<file path="config.mk">
export PLATFORM = sky130hd
export DESIGN_NAME = csf_status
export DESIGN_NICKNAME = d
export VERILOG_FILES = /design/src/csf_pkg.sv /design/src/csf_flag_merge.sv /design/src/csf_irq.sv /design/src/csf_status.sv
export VERILOG_INCLUDE_DIRS = /design/src
export SDC_FILE = /design/constraint.sdc
export NUM_CORES = 1
export LEC_CHECK = 0
export BUFFER_PORTS_ARGS = -buffer_cell sky130_fd_sc_hd__buf_2
export CORE_MARGIN = 4
export CORE_UTILIZATION = 55
export CTS_CLUSTER_SIZE = 16
export DETAILED_ROUTE_END_ITERATION = 6
export HOLD_SLACK_MARGIN = 0.15
export PLACE_DENSITY = 0.82
export SLEW_MARGIN = 20
export SYNTH_ARGS = -nofsm -noshare
export SYNTH_HDL_FRONTEND = slang
export SYNTH_SLANG_ARGS = --single-unit
</file>
<file path="constraint.sdc">
create_clock -name i_mclk -period 2.3 [get_ports i_mclk]
set_input_delay 0.23 -clock i_mclk [delete_from_list [all_inputs] [get_ports i_mclk]]
set_output_delay 0.23 -clock i_mclk [all_outputs]
set_load 0.005 [all_outputs]
</file>
<file path="src/csf_params.svh">
// constants for the cpu status flag block
//
// Summary of operation
// [RULE1] the three-bit priority field in status bits 7..5 holds the priority 0..7 in binary, 7 masking user interrupts.
// [RULE2] the effective priority is four bits: the field plus the msb held in the core control word, msb set meaning value plus 8 and user interrupts masked.
// [RULE3] while the nesting disable control bit is 1, software writes to the priority field are ignored.
// [RULE4] the negative flag in bit 3 is 1 after a negative result and 0 after a zero or positive one.
// [RULE5] the overflow flag in bit 2 is 1 after a signed overflow that wrongly flips the sign, else 0.
// [RULE6] the zero flag in bit 1 is cleared by a non-zero result of a zero-affecting operation and otherwise holds; the code also sets it on a zero result.
// [RULE7] the carry flag in bit 0 is 1 when a carry leaves the result msb, else 0.
// [RULE8] a read-or-clear flag accepts only clearing writes; writing 1 to it has no effect.
// [RULE9] clearing the combined accumulator saturation flag also clears both accumulator saturation flags.
// [RULE10] flags an operation does not affect hold, and every update lands at the end of the completing cycle.
`ifndef CSF_PARAMS_SVH
`define CSF_PARAMS_SVH
// ==========================================================
// register offsets
`define CSF_OFS_STATUS 4'h0
`define CSF_OFS_CORE_CTL 4'h1
`define CSF_OFS_INT_CTL 4'h2
`define CSF_OFS_IRQ_STAT 4'h3
`define CSF_OFS_IRQ_MASK 4'h4
// ==========================================================
// status and control word fields
`define CSF_BIT_CARRY 0
`define CSF_BIT_ZERO 1
`define CSF_BIT_OVF 2
`define CSF_BIT_NEG 3
`define CSF_IPL_LO 5
`define CSF_IPL_HI 7
`define CSF_BIT_SAT_AB 13
`define CSF_BIT_SAT_B 14
`define CSF_BIT_SAT_A 15
`define CSF_BIT_IPL_MSB 3
`define CSF_BIT_NESTING_DISABLE_CTL 15
`define CSF_IPL_USER_OFF 3'h7
// ==========================================================
// reset values
`define CSF_RST_STATUS 16'h0000
`define CSF_RST_CORE_CTL 16'h0000
`define CSF_RST_INT_CTL 16'h0000
`define CSF_RST_IRQ_MASK 4'h0
`endif

</file>
<file path="src/csf_pkg.sv">
// types for the cpu status flag block
package csf_pkg;
  typedef struct packed {
    logic neg;
    logic ovf;
    logic zero;
    logic carry;
  } csf_flags_t;
  typedef struct packed {
    logic valid;
    logic upd_neg;
    logic upd_ovf;
    logic upd_zero;
    logic upd_carry;
    csf_flags_t flags;
  } csf_alu_t;
  typedef struct packed {
    logic sat_a;
    logic sat_b;
  } csf_sat_t;
endpackage

</file>
<file path="src/csf_flag_merge.sv">
// merges alu flag results into the held flags
`timescale 1ns/100ps
module csf_flag_merge (
  input wire csf_pkg::csf_flags_t i_held,
  input wire csf_pkg::csf_alu_t i_alu,
  output csf_pkg::csf_flags_t o_next
);
  import csf_pkg::*;
  always_comb begin
    o_next = i_held;
    if (i_alu.valid) begin
      if (i_alu.upd_neg) begin
        o_next.neg = i_alu.flags.neg; // RULE4
      end
      if (i_alu.upd_ovf) begin
        o_next.ovf = i_alu.flags.ovf; // RULE5
      end
      // zero flag follows the result: a zero result sets it, a non-zero one clears it
      if (i_alu.upd_zero && !i_alu.flags.zero) begin
        o_next.zero = 1'b0; // RULE6
      end else if (i_alu.upd_zero) begin
        o_next.zero = 1'b1; // RULE6
      end
      if (i_alu.upd_carry) begin
        o_next.carry = i_alu.flags.carry; // RULE7
      end
    end
  end
endmodule // csf_flag_merge

</file>
<file path="src/csf_irq.sv">
// sticky event status with mask and one level interrupt
`timescale 1ns/100ps
module csf_irq #(
  parameter int N = 4
) (
  input wire logic i_mclk,
  input wire logic i_sys_rst,
  input wire logic [N-1:0] i_event,
  input wire logic i_clr_we,
  input wire logic [N-1:0] i_clr_bits,
  input wire logic i_mask_we,
  input wire logic [N-1:0] i_mask_bits,
  output logic [N-1:0] o_status,
  output logic [N-1:0] o_mask,
  output logic o_irq
);
  logic [N-1:0] stat_r, stat_nxt, mask_r, mask_nxt;
  // elaboration guard: a zero-wide event vector cannot be served
  if (N < 1) begin : g_bad_n
    $error("csf_irq needs at least one event");
  end
  always_comb begin
    // set wins over a clear in the same cycle
    stat_nxt = (i_clr_we ? (stat_r & ~i_clr_bits) : stat_r) | i_event;
    mask_nxt = i_mask_we ? i_mask_bits : mask_r;
  end
  always_ff @(posedge i_mclk) begin
    if (i_sys_rst) begin
      stat_r <= '0;
      mask_r <= '0;
    end else begin
      stat_r <= stat_nxt;
      mask_r <= mask_nxt;
    end
  end
  assign o_status = stat_r;
  assign o_mask = mask_r;
  assign o_irq = |(stat_r & mask_r);
endmodule // csf_irq

</file>
<file path="src/csf_status.sv">
// cpu status word low half, priority level and saturation flags
`timescale 1ns/100ps
`include "csf_params.svh"
module csf_status (
  input wire logic i_mclk,
  input wire logic i_sys_rst,
  input wire csf_pkg::csf_alu_t i_alu,
  input wire csf_pkg::csf_sat_t i_sat_set,
  input wire logic i_ipl_hw_we,
  input wire logic [2:0] i_ipl_hw,
  input wire logic [3:0] i_addr,
  input wire logic [15:0] i_wdata,
  input wire logic i_wr,
  input wire logic i_rd,
  output logic [15:0] o_rdata,
  output logic [15:0] o_cpu_status_word,
  output logic [3:0] o_priority_level,
  output logic o_user_irq_disable,
  output logic o_irq
);
  import csf_pkg::*;

  // ==========================================================
  // state
  csf_flags_t flags_r, flags_nxt, merged;
  logic [2:0] ipl_r, ipl_nxt;
  csf_sat_t sat_r, sat_nxt;
  logic sat_ab_r, sat_ab_nxt;
  logic [15:0] core_ctl_r, core_ctl_nxt;
  logic [15:0] int_ctl_r, int_ctl_nxt;
  logic [15:0] rdata_r, rdata_nxt;
  logic [3:0] irq_stat, irq_mask, events;
  logic wr_status, wr_clr, wr_mask;

  function automatic logic hit(input logic [3:0] a, input logic [3:0] ofs);
    hit = (a == ofs);
  endfunction

  assign wr_status = i_wr && hit(i_addr, `CSF_OFS_STATUS);
  assign wr_clr = i_wr && hit(i_addr, `CSF_OFS_IRQ_STAT);
  assign wr_mask = i_wr && hit(i_addr, `CSF_OFS_IRQ_MASK);

  // ==========================================================
  // alu flag update
  csf_flag_merge u_merge (
    .i_held(flags_r),
    .i_alu(i_alu),
    .o_next(merged)
  );

  always_comb begin
    flags_nxt = flags_r;
    ipl_nxt = ipl_r;
    sat_nxt = sat_r;
    sat_ab_nxt = sat_ab_r;
    core_ctl_nxt = core_ctl_r;
    int_ctl_nxt = int_ctl_r;
    // software write first, alu result in the same cycle takes over
    if (wr_status) begin
      flags_nxt.neg = i_wdata[`CSF_BIT_NEG];
      flags_nxt.ovf = i_wdata[`CSF_BIT_OVF];
      flags_nxt.zero = i_wdata[`CSF_BIT_ZERO];
      flags_nxt.carry = i_wdata[`CSF_BIT_CARRY];
      if (!int_ctl_r[`CSF_BIT_NESTING_DISABLE_CTL]) begin
        ipl_nxt = i_wdata[`CSF_IPL_HI:`CSF_IPL_LO]; // RULE3
      end
      // saturation flags are read-or-clear only
      if (!i_wdata[`CSF_BIT_SAT_A]) sat_nxt.sat_a = 1'b0; // RULE8
      if (!i_wdata[`CSF_BIT_SAT_B]) sat_nxt.sat_b = 1'b0; // RULE8
      if (!i_wdata[`CSF_BIT_SAT_AB]) begin
        sat_ab_nxt = 1'b0; // RULE8
        sat_nxt = '0; // RULE9
      end
    end
    if (i_alu.valid) begin
      flags_nxt = merged; // RULE10
    end
    // hardware priority change from the interrupt controller is not gated
    if (i_ipl_hw_we) begin
      ipl_nxt = i_ipl_hw; // RULE1
    end
    // saturation events set over a clearing write
    if (i_sat_set.sat_a) begin
      sat_nxt.sat_a = 1'b1;
      sat_ab_nxt = 1'b1;
    end
    if (i_sat_set.sat_b) begin
      sat_nxt.sat_b = 1'b1;
      sat_ab_nxt = 1'b1;
    end
    if (i_wr && hit(i_addr, `CSF_OFS_CORE_CTL)) core_ctl_nxt = i_wdata;
    if (i_wr && hit(i_addr, `CSF_OFS_INT_CTL)) int_ctl_nxt = i_wdata;
  end

  always_ff @(posedge i_mclk) begin
    if (i_sys_rst) begin
      flags_r <= '0;
      ipl_r <= 3'h0;
      sat_r <= '0;
      sat_ab_r <= 1'b0;
      core_ctl_r <= `CSF_RST_CORE_CTL;
      int_ctl_r <= `CSF_RST_INT_CTL;
    end else begin
      flags_r <= flags_nxt;
      ipl_r <= ipl_nxt;
      sat_r <= sat_nxt;
      sat_ab_r <= sat_ab_nxt;
      core_ctl_r <= core_ctl_nxt;
      int_ctl_r <= int_ctl_nxt;
    end
  end

  // ==========================================================
  // status word and priority
  always_comb begin
    o_cpu_status_word = `CSF_RST_STATUS;
    o_cpu_status_word[`CSF_BIT_NEG] = flags_r.neg; // RULE4
    o_cpu_status_word[`CSF_BIT_OVF] = flags_r.ovf; // RULE5
    o_cpu_status_word[`CSF_BIT_ZERO] = flags_r.zero; // RULE6
    o_cpu_status_word[`CSF_BIT_CARRY] = flags_r.carry; // RULE7
    o_cpu_status_word[`CSF_IPL_HI:`CSF_IPL_LO] = ipl_r; // RULE1
    o_cpu_status_word[`CSF_BIT_SAT_A] = sat_r.sat_a;
    o_cpu_status_word[`CSF_BIT_SAT_B] = sat_r.sat_b;
    o_cpu_status_word[`CSF_BIT_SAT_AB] = sat_ab_r;
  end

  assign o_priority_level = {core_ctl_r[`CSF_BIT_IPL_MSB], ipl_r}; // RULE2
  assign o_user_irq_disable = core_ctl_r[`CSF_BIT_IPL_MSB] ||
    (ipl_r == `CSF_IPL_USER_OFF); // RULE1 RULE2

  // ==========================================================
  // events: negative, overflow, carry, saturation
  assign events = {i_sat_set.sat_a | i_sat_set.sat_b,
    i_alu.valid & i_alu.upd_carry & i_alu.flags.carry,
    i_alu.valid & i_alu.upd_ovf & i_alu.flags.ovf,
    i_alu.valid & i_alu.upd_neg & i_alu.flags.neg};

  csf_irq #(.N(4)) u_irq (
    .i_mclk(i_mclk),
    .i_sys_rst(i_sys_rst),
    .i_event(events),
    .i_clr_we(wr_clr),
    .i_clr_bits(i_wdata[3:0]),
    .i_mask_we(wr_mask),
    .i_mask_bits(i_wdata[3:0]),
    .o_status(irq_stat),
    .o_mask(irq_mask),
    .o_irq(o_irq)
  );

  // ==========================================================
  // register read, data one cycle after the strobe
  always_comb begin
    rdata_nxt = 16'h0000;
    if (i_rd) begin
      case (i_addr)
        `CSF_OFS_STATUS: rdata_nxt = o_cpu_status_word;
        `CSF_OFS_CORE_CTL: rdata_nxt = core_ctl_r;
        `CSF_OFS_INT_CTL: rdata_nxt = int_ctl_r;
        `CSF_OFS_IRQ_STAT: rdata_nxt = {12'h000, irq_stat};
        `CSF_OFS_IRQ_MASK: rdata_nxt = {12'h000, irq_mask};
        default: rdata_nxt = 16'h0000;
      endcase
    end
  end
  always_ff @(posedge i_mclk) begin
    if (i_sys_rst) begin
      rdata_r <= 16'h0000;
    end else begin
      rdata_r <= rdata_nxt;
    end
  end
  assign o_rdata = rdata_r;
endmodule // csf_status

</file>
# Word level (Yosys, flattened, before mapping)
# Index checks and enable logic that the tools add are counted.
# totals
regBits	66
word_cells	84
# op_classes
reduce_logical	24
muxes	22
n_eq_ne	13
n_bitwise	12
# op_table
operator	n
case mux 16 bit (5 select lines)	1
AND reduction 2 bit	8
two-way mux 1 bit	13
two-way mux 4 bit	3
two-way mux 3 bit	3
!= test 3 bit, second input constant	3
bitwise AND 4 bit	2
== test 4 x 2 -> 1 bit, second input constant	2
!= test 2 bit, second input constant	4
nonzero test 2 bit	4
bitwise AND 1 bit	6
logical AND 1 bit	6
== test 4 x 1 -> 1 bit, second input constant	1
== test 4 x 3 -> 1 bit, second input constant	1
zero test 4 bit	1
two-way mux 2 bit	2
NOT 4 bit	1
bitwise OR 4 bit	1
OR reduction 4 bit	1
== test 3 bit, second input constant	1
!= test 3 x 2 -> 1 bit, second input constant	1
nonzero test 3 bit	1
OR reduction 2 bit	1
zero test 1 bit	1
3 further kinds	3

# Longest topological paths before layout
# depth
ltp_word	5
ltp_mapped	6

# Modules after synthesis
# Synthesis repeated with hierarchy kept, for this count alone.
# unflattened
cells_unflattened	349
area_unflattened_um2	3144.3
# modules_own_cells
mod	cells_each	area_per_inst_um2	seq_area_each_um2	n_inst
csf_status	308	2753.9	1161.1	1
csf_irq	33	315.3	160.2	1
csf_flag_merge	8	75.1	0.0	1

# Least setup slack after synthesis
# Ideal clock, no wire load.
# synth_timing
path_type	input-to-reg
from	input port i_addr[2]
to	register core_ctl_r[10]
arrival_time_ps	1197
path_buffers	3
path_stages	6
slack_ps	971
cell_sequence	buf_4 -> or3b_4 -> buf_6 -> buf_6 -> o21ai_1 -> a21oi_1
# synth_via
elab_chain_len	2
# synth_rtl
item	line_no	text
from (decl)	csf_status.sv:11	input wire logic [3:0] i_addr,
== test 4 x 1 -> 1 bit	csf_status.sv:36	hit = (a == ofs);
logical AND 1 bit	csf_status.sv:91	if (i_wr && hit(i_addr, `CSF_OFS_CORE_CTL)) core_ctl_nxt = i_wdata;
to (signal assigned)	csf_status.sv:101	core_ctl_r <= `CSF_RST_CORE_CTL;
to (signal assigned)	csf_status.sv:108	core_ctl_r <= core_ctl_nxt;
to (decl)	csf_status.sv:29	logic [15:0] core_ctl_r, core_ctl_nxt;
# No other way between the ends.
# A chain may end at the register's enable or synchronous reset.

# Worst setup path in the final report
# layout_timing
from	input port i_addr[1]
to	register rdata_r[12] (netlist: o_rdata[12])
# layout_via
elab_chain_len	2
elab_cells_between_ends	6
classes_between	eq/ne: 4; mux: 1; reduce/logical: 1
# layout_rtl
item	line_no	text
== test 4 x 3 -> 1 bit (tied with other cells)	csf_status.sv:156	case (i_addr)
case mux 16 bit (5 select lines) *	csf_status.sv:156	
to (signal assigned)	csf_status.sv:170	rdata_r <= rdata_nxt;
to (decl)	csf_status.sv:31	logic [15:0] rdata_r, rdata_nxt;
# Mark *: on every way between the ends. The rest lies on a longest branch, timed or not.

==> flow_summary.toml <==
[outcome]
outcome = "complete, no violations"

[synthesis]
synth-main-ff-cell = "dfxtp_1"
yosysWarnings = 0
synth_area_um2 = 3070
synthCells = 349
synth.avg_cell_area_um2 = 8.798
synthDistinctLibCells = 39
yosysSeqAreaShare_pct = 43.03
ys_ff_latch = 66
async_flop_share_pct = 0
synth_enable_flop_cells = 0

[cells_and_area]
fillers = 433
drive_gt1_share_pct = 28.78
multi_input_area_um2 = 1481
syn2layout_area_growth_pct = 17.56
seq_area_um2 = 1321
fin_nets = 444
layout.cells.non_filler = 481

[timing]
worstMarginPinSlew_ns = 0.7072
finalClockSkew_ns = 0.006576
period_share_pct = 63.88
finalCriticalPeriod_ns = 1.469
final-setup-viol-count = 0
hold_viol_final = 0
rsz0062_at_grt = "false"
slew_violations = 0
tns_ns = 0
slew_headroom_pct = 52.72
fmax_mhz = 680.7

[clocking]
post_cts.repair.setup_buffers = 0
clock_path_buffers = 2
cts.clk_slew.worst_paths_ns = 0.08
htreeDepth = 3
cts_sinks = 66
cts-buffers-inserted = 9
clk_latency_ns = 0.34
root_buffer = "clkbuf_8"
cts_tree = "done"

[die]
pin_count = 77
die_x_um = 82.72
num_rows = 26
start_util_pct = 58.26
coreArea_um2 = 5270
die_y_um = 82.72
die_area_um2 = 6842

[power]
p_per_area_nw_per_um2 = 699.2
ir_drop_mv = 0.3935
p_leak_nw = 1.393

[worst_hold_path]
hp-start = "i_wdata[9]"
hp-class = "input pin to flip-flop"

[global_route]
grtUsageTotal_pct = 25.23
antenna_found_initial = 0
grt_pass1_wl_mm = 13.04
grt_pass1_vias = 2751
overflow = 0
grt_max_degree = 52

[flow_run]
cap_violations = 0

[critical_path]
startpoint_type = "input pin"
r2r_start = "int_ctl_r[15]$_SDFFE_PP0P_"
crit_fanout = 29
crit_start = "i_addr[1]"
crit_required_ns = 2.55
worstSetupPathType = "input pin to flip-flop"
crit_arrival_ns = 1.72
endpoint_kind = "flip-flop"

[place]
io_buffers = 70
gp_congestion = 0.8881
hpwl_mm = 5.445
dp.cells = 457

[route]
drc = 0
first_pass_iters = 5
drt_wl_total_mm = 8.434
first_iter_violations = 360
num_vias = 3023
viasPerCell = 6.285
wl_per_cell_um = 17.53
drtAntennaViolNets = 0
[flip-flops by register name (all words and copies together) (netlist names)]
register / count
u_irq.o_mask: 4
sat_ab_r: 1
o_cpu_status_word: 6
o_rdata: 16
ipl_r: 3
u_irq.o_status: 4
core_ctl_r: 16
int_ctl_r: 16
[cells in the mapped netlist (3+ instances only)]
library cell | count | area, um^2
buf_6 | 4 | 45.04
o21ai_1 | 10 | 50.05
nand2_1 | 5 | 18.77
o21ai_0 | 35 | 175.2
mux2_2 | 14 | 157.7
nand2b_1 | 3 | 18.77
a221oi_1 | 5 | 43.79
a21oi_1 | 47 | 235.2
nor2_1 | 16 | 60.06
inv_1 | 5 | 18.77
a211oi_1 | 3 | 22.52
buf_4 | 17 | 127.6
nand3_1 | 41 | 205.2
mux2i_1 | 4 | 40.04
a22o_1 | 3 | 26.28
dfxtp_1 | 66 | 1321
nand4_1 | 4 | 25.02
buf_2 | 8 | 40.04
clkbuf_1 | 15 | 56.30
nor2b_1 | 3 | 18.77
a22oi_1 | 19 | 142.6
[routing by layer]
layer  up-vias  global-route usage [%]  part of all wire (%)
met5         -                       0                     0
met4         0                   13.56                   3.0
met3        27                   4.230                   8.2
met2       179                   39.82                    47
met1      1434                   32.84                    42
li1       1383                       -                     -
[stage by stage]
step                      power, mW  hold slack (ns)  setup WS, ns  area [um^2]  util (%)
after CTS                     2.516           0.1564        0.8956         3607     68.45
after detailed placement      1.465           0.4534        0.5250         3319     62.99
after global routing          2.600           0.1642        0.7173         3607     68.45
after global placement        1.459           0.4463        0.5898         3319     62.99
after floorplan               1.386           0.3420        0.9707         3089         -
final                         2.524           0.1573        0.8309         3610     68.49
[final timing paths]
check | slack, ns | cells past startpoint | to
min reg2reg | 0.46 | 2 | o_rdata[2]$_SDFF_PP0_
max reg2reg | 0.99 | 3 | ipl_r[0]$_SDFFE_PP0P_
min | 0.16 | 3 | core_ctl_r[9]$_SDFFE_PP0P_
max | 0.83 | 4 | o_rdata[12]$_SDFF_PP0_
[power breakdown]
group | internal (mW) | total, mW | switching [mW]
clock network | 0.608 | 1.07 | 0.460
logic | 0.106 | 0.267 | 0.162
registers | 1.17 | 1.19 | 0.0219
[cell usage in the layout, fill, tap and decap left out, types with 6 or more instances in the layout]
cell type      netlist  layout
dfxtp_1             66      66
buf_2                8      70
nor2_1              16      16
dlygate4sd3_1        0       7
a21oi_1             47      47
clkbuf_8             0       9
buf_4               17       8
nand3_1             41      41
conb_1               1       6
o21ai_0             35      35
mux2_2              14      14
a22oi_1             19      19
o21ai_1             10      10
[cell families (layout without fill, tap and decap cells)]
| family | count (synthesis) | after routing | share of synthesized area, % |
|---|---|---|---|
| AO/OA/AOI/OAI | 130 | 130 | 25.23 |
| AND/OR/NAND/NOR | 84 | 84 | 15.65 |
| flip-flops | 66 | 66 | 43.03 |
| buffers and inverters | 50 | 106 | 9.535 |
| multiplexers | 18 | 18 | 6.438 |
| other | 1 | 7 | 0.1221 |
[final cells by class]
class                      count  share of cell area, %
clock inverter                 7                  2.600
antenna                        1                0.06932
timing repair buffer          85                  13.31
clock buffer                   9                  3.432
inverter                       5                 0.5199
multi-input combinational    238                  41.04
sequential                    66                  36.60
tap                           70                  2.426
[repair_timing]
item	in CTS	in global routing
hold buffers	7	0
hold endpoints to repair	8	0
gates resized for setup	0	0
[worst max-delay path, stage by stage]
cell,delay (ns)
buf_2,0.46
nor4b_4,0.65
a22oi_1,0.18
nor2_1,0.18
No activity file was read; power rests on OpenSTA's default activity.
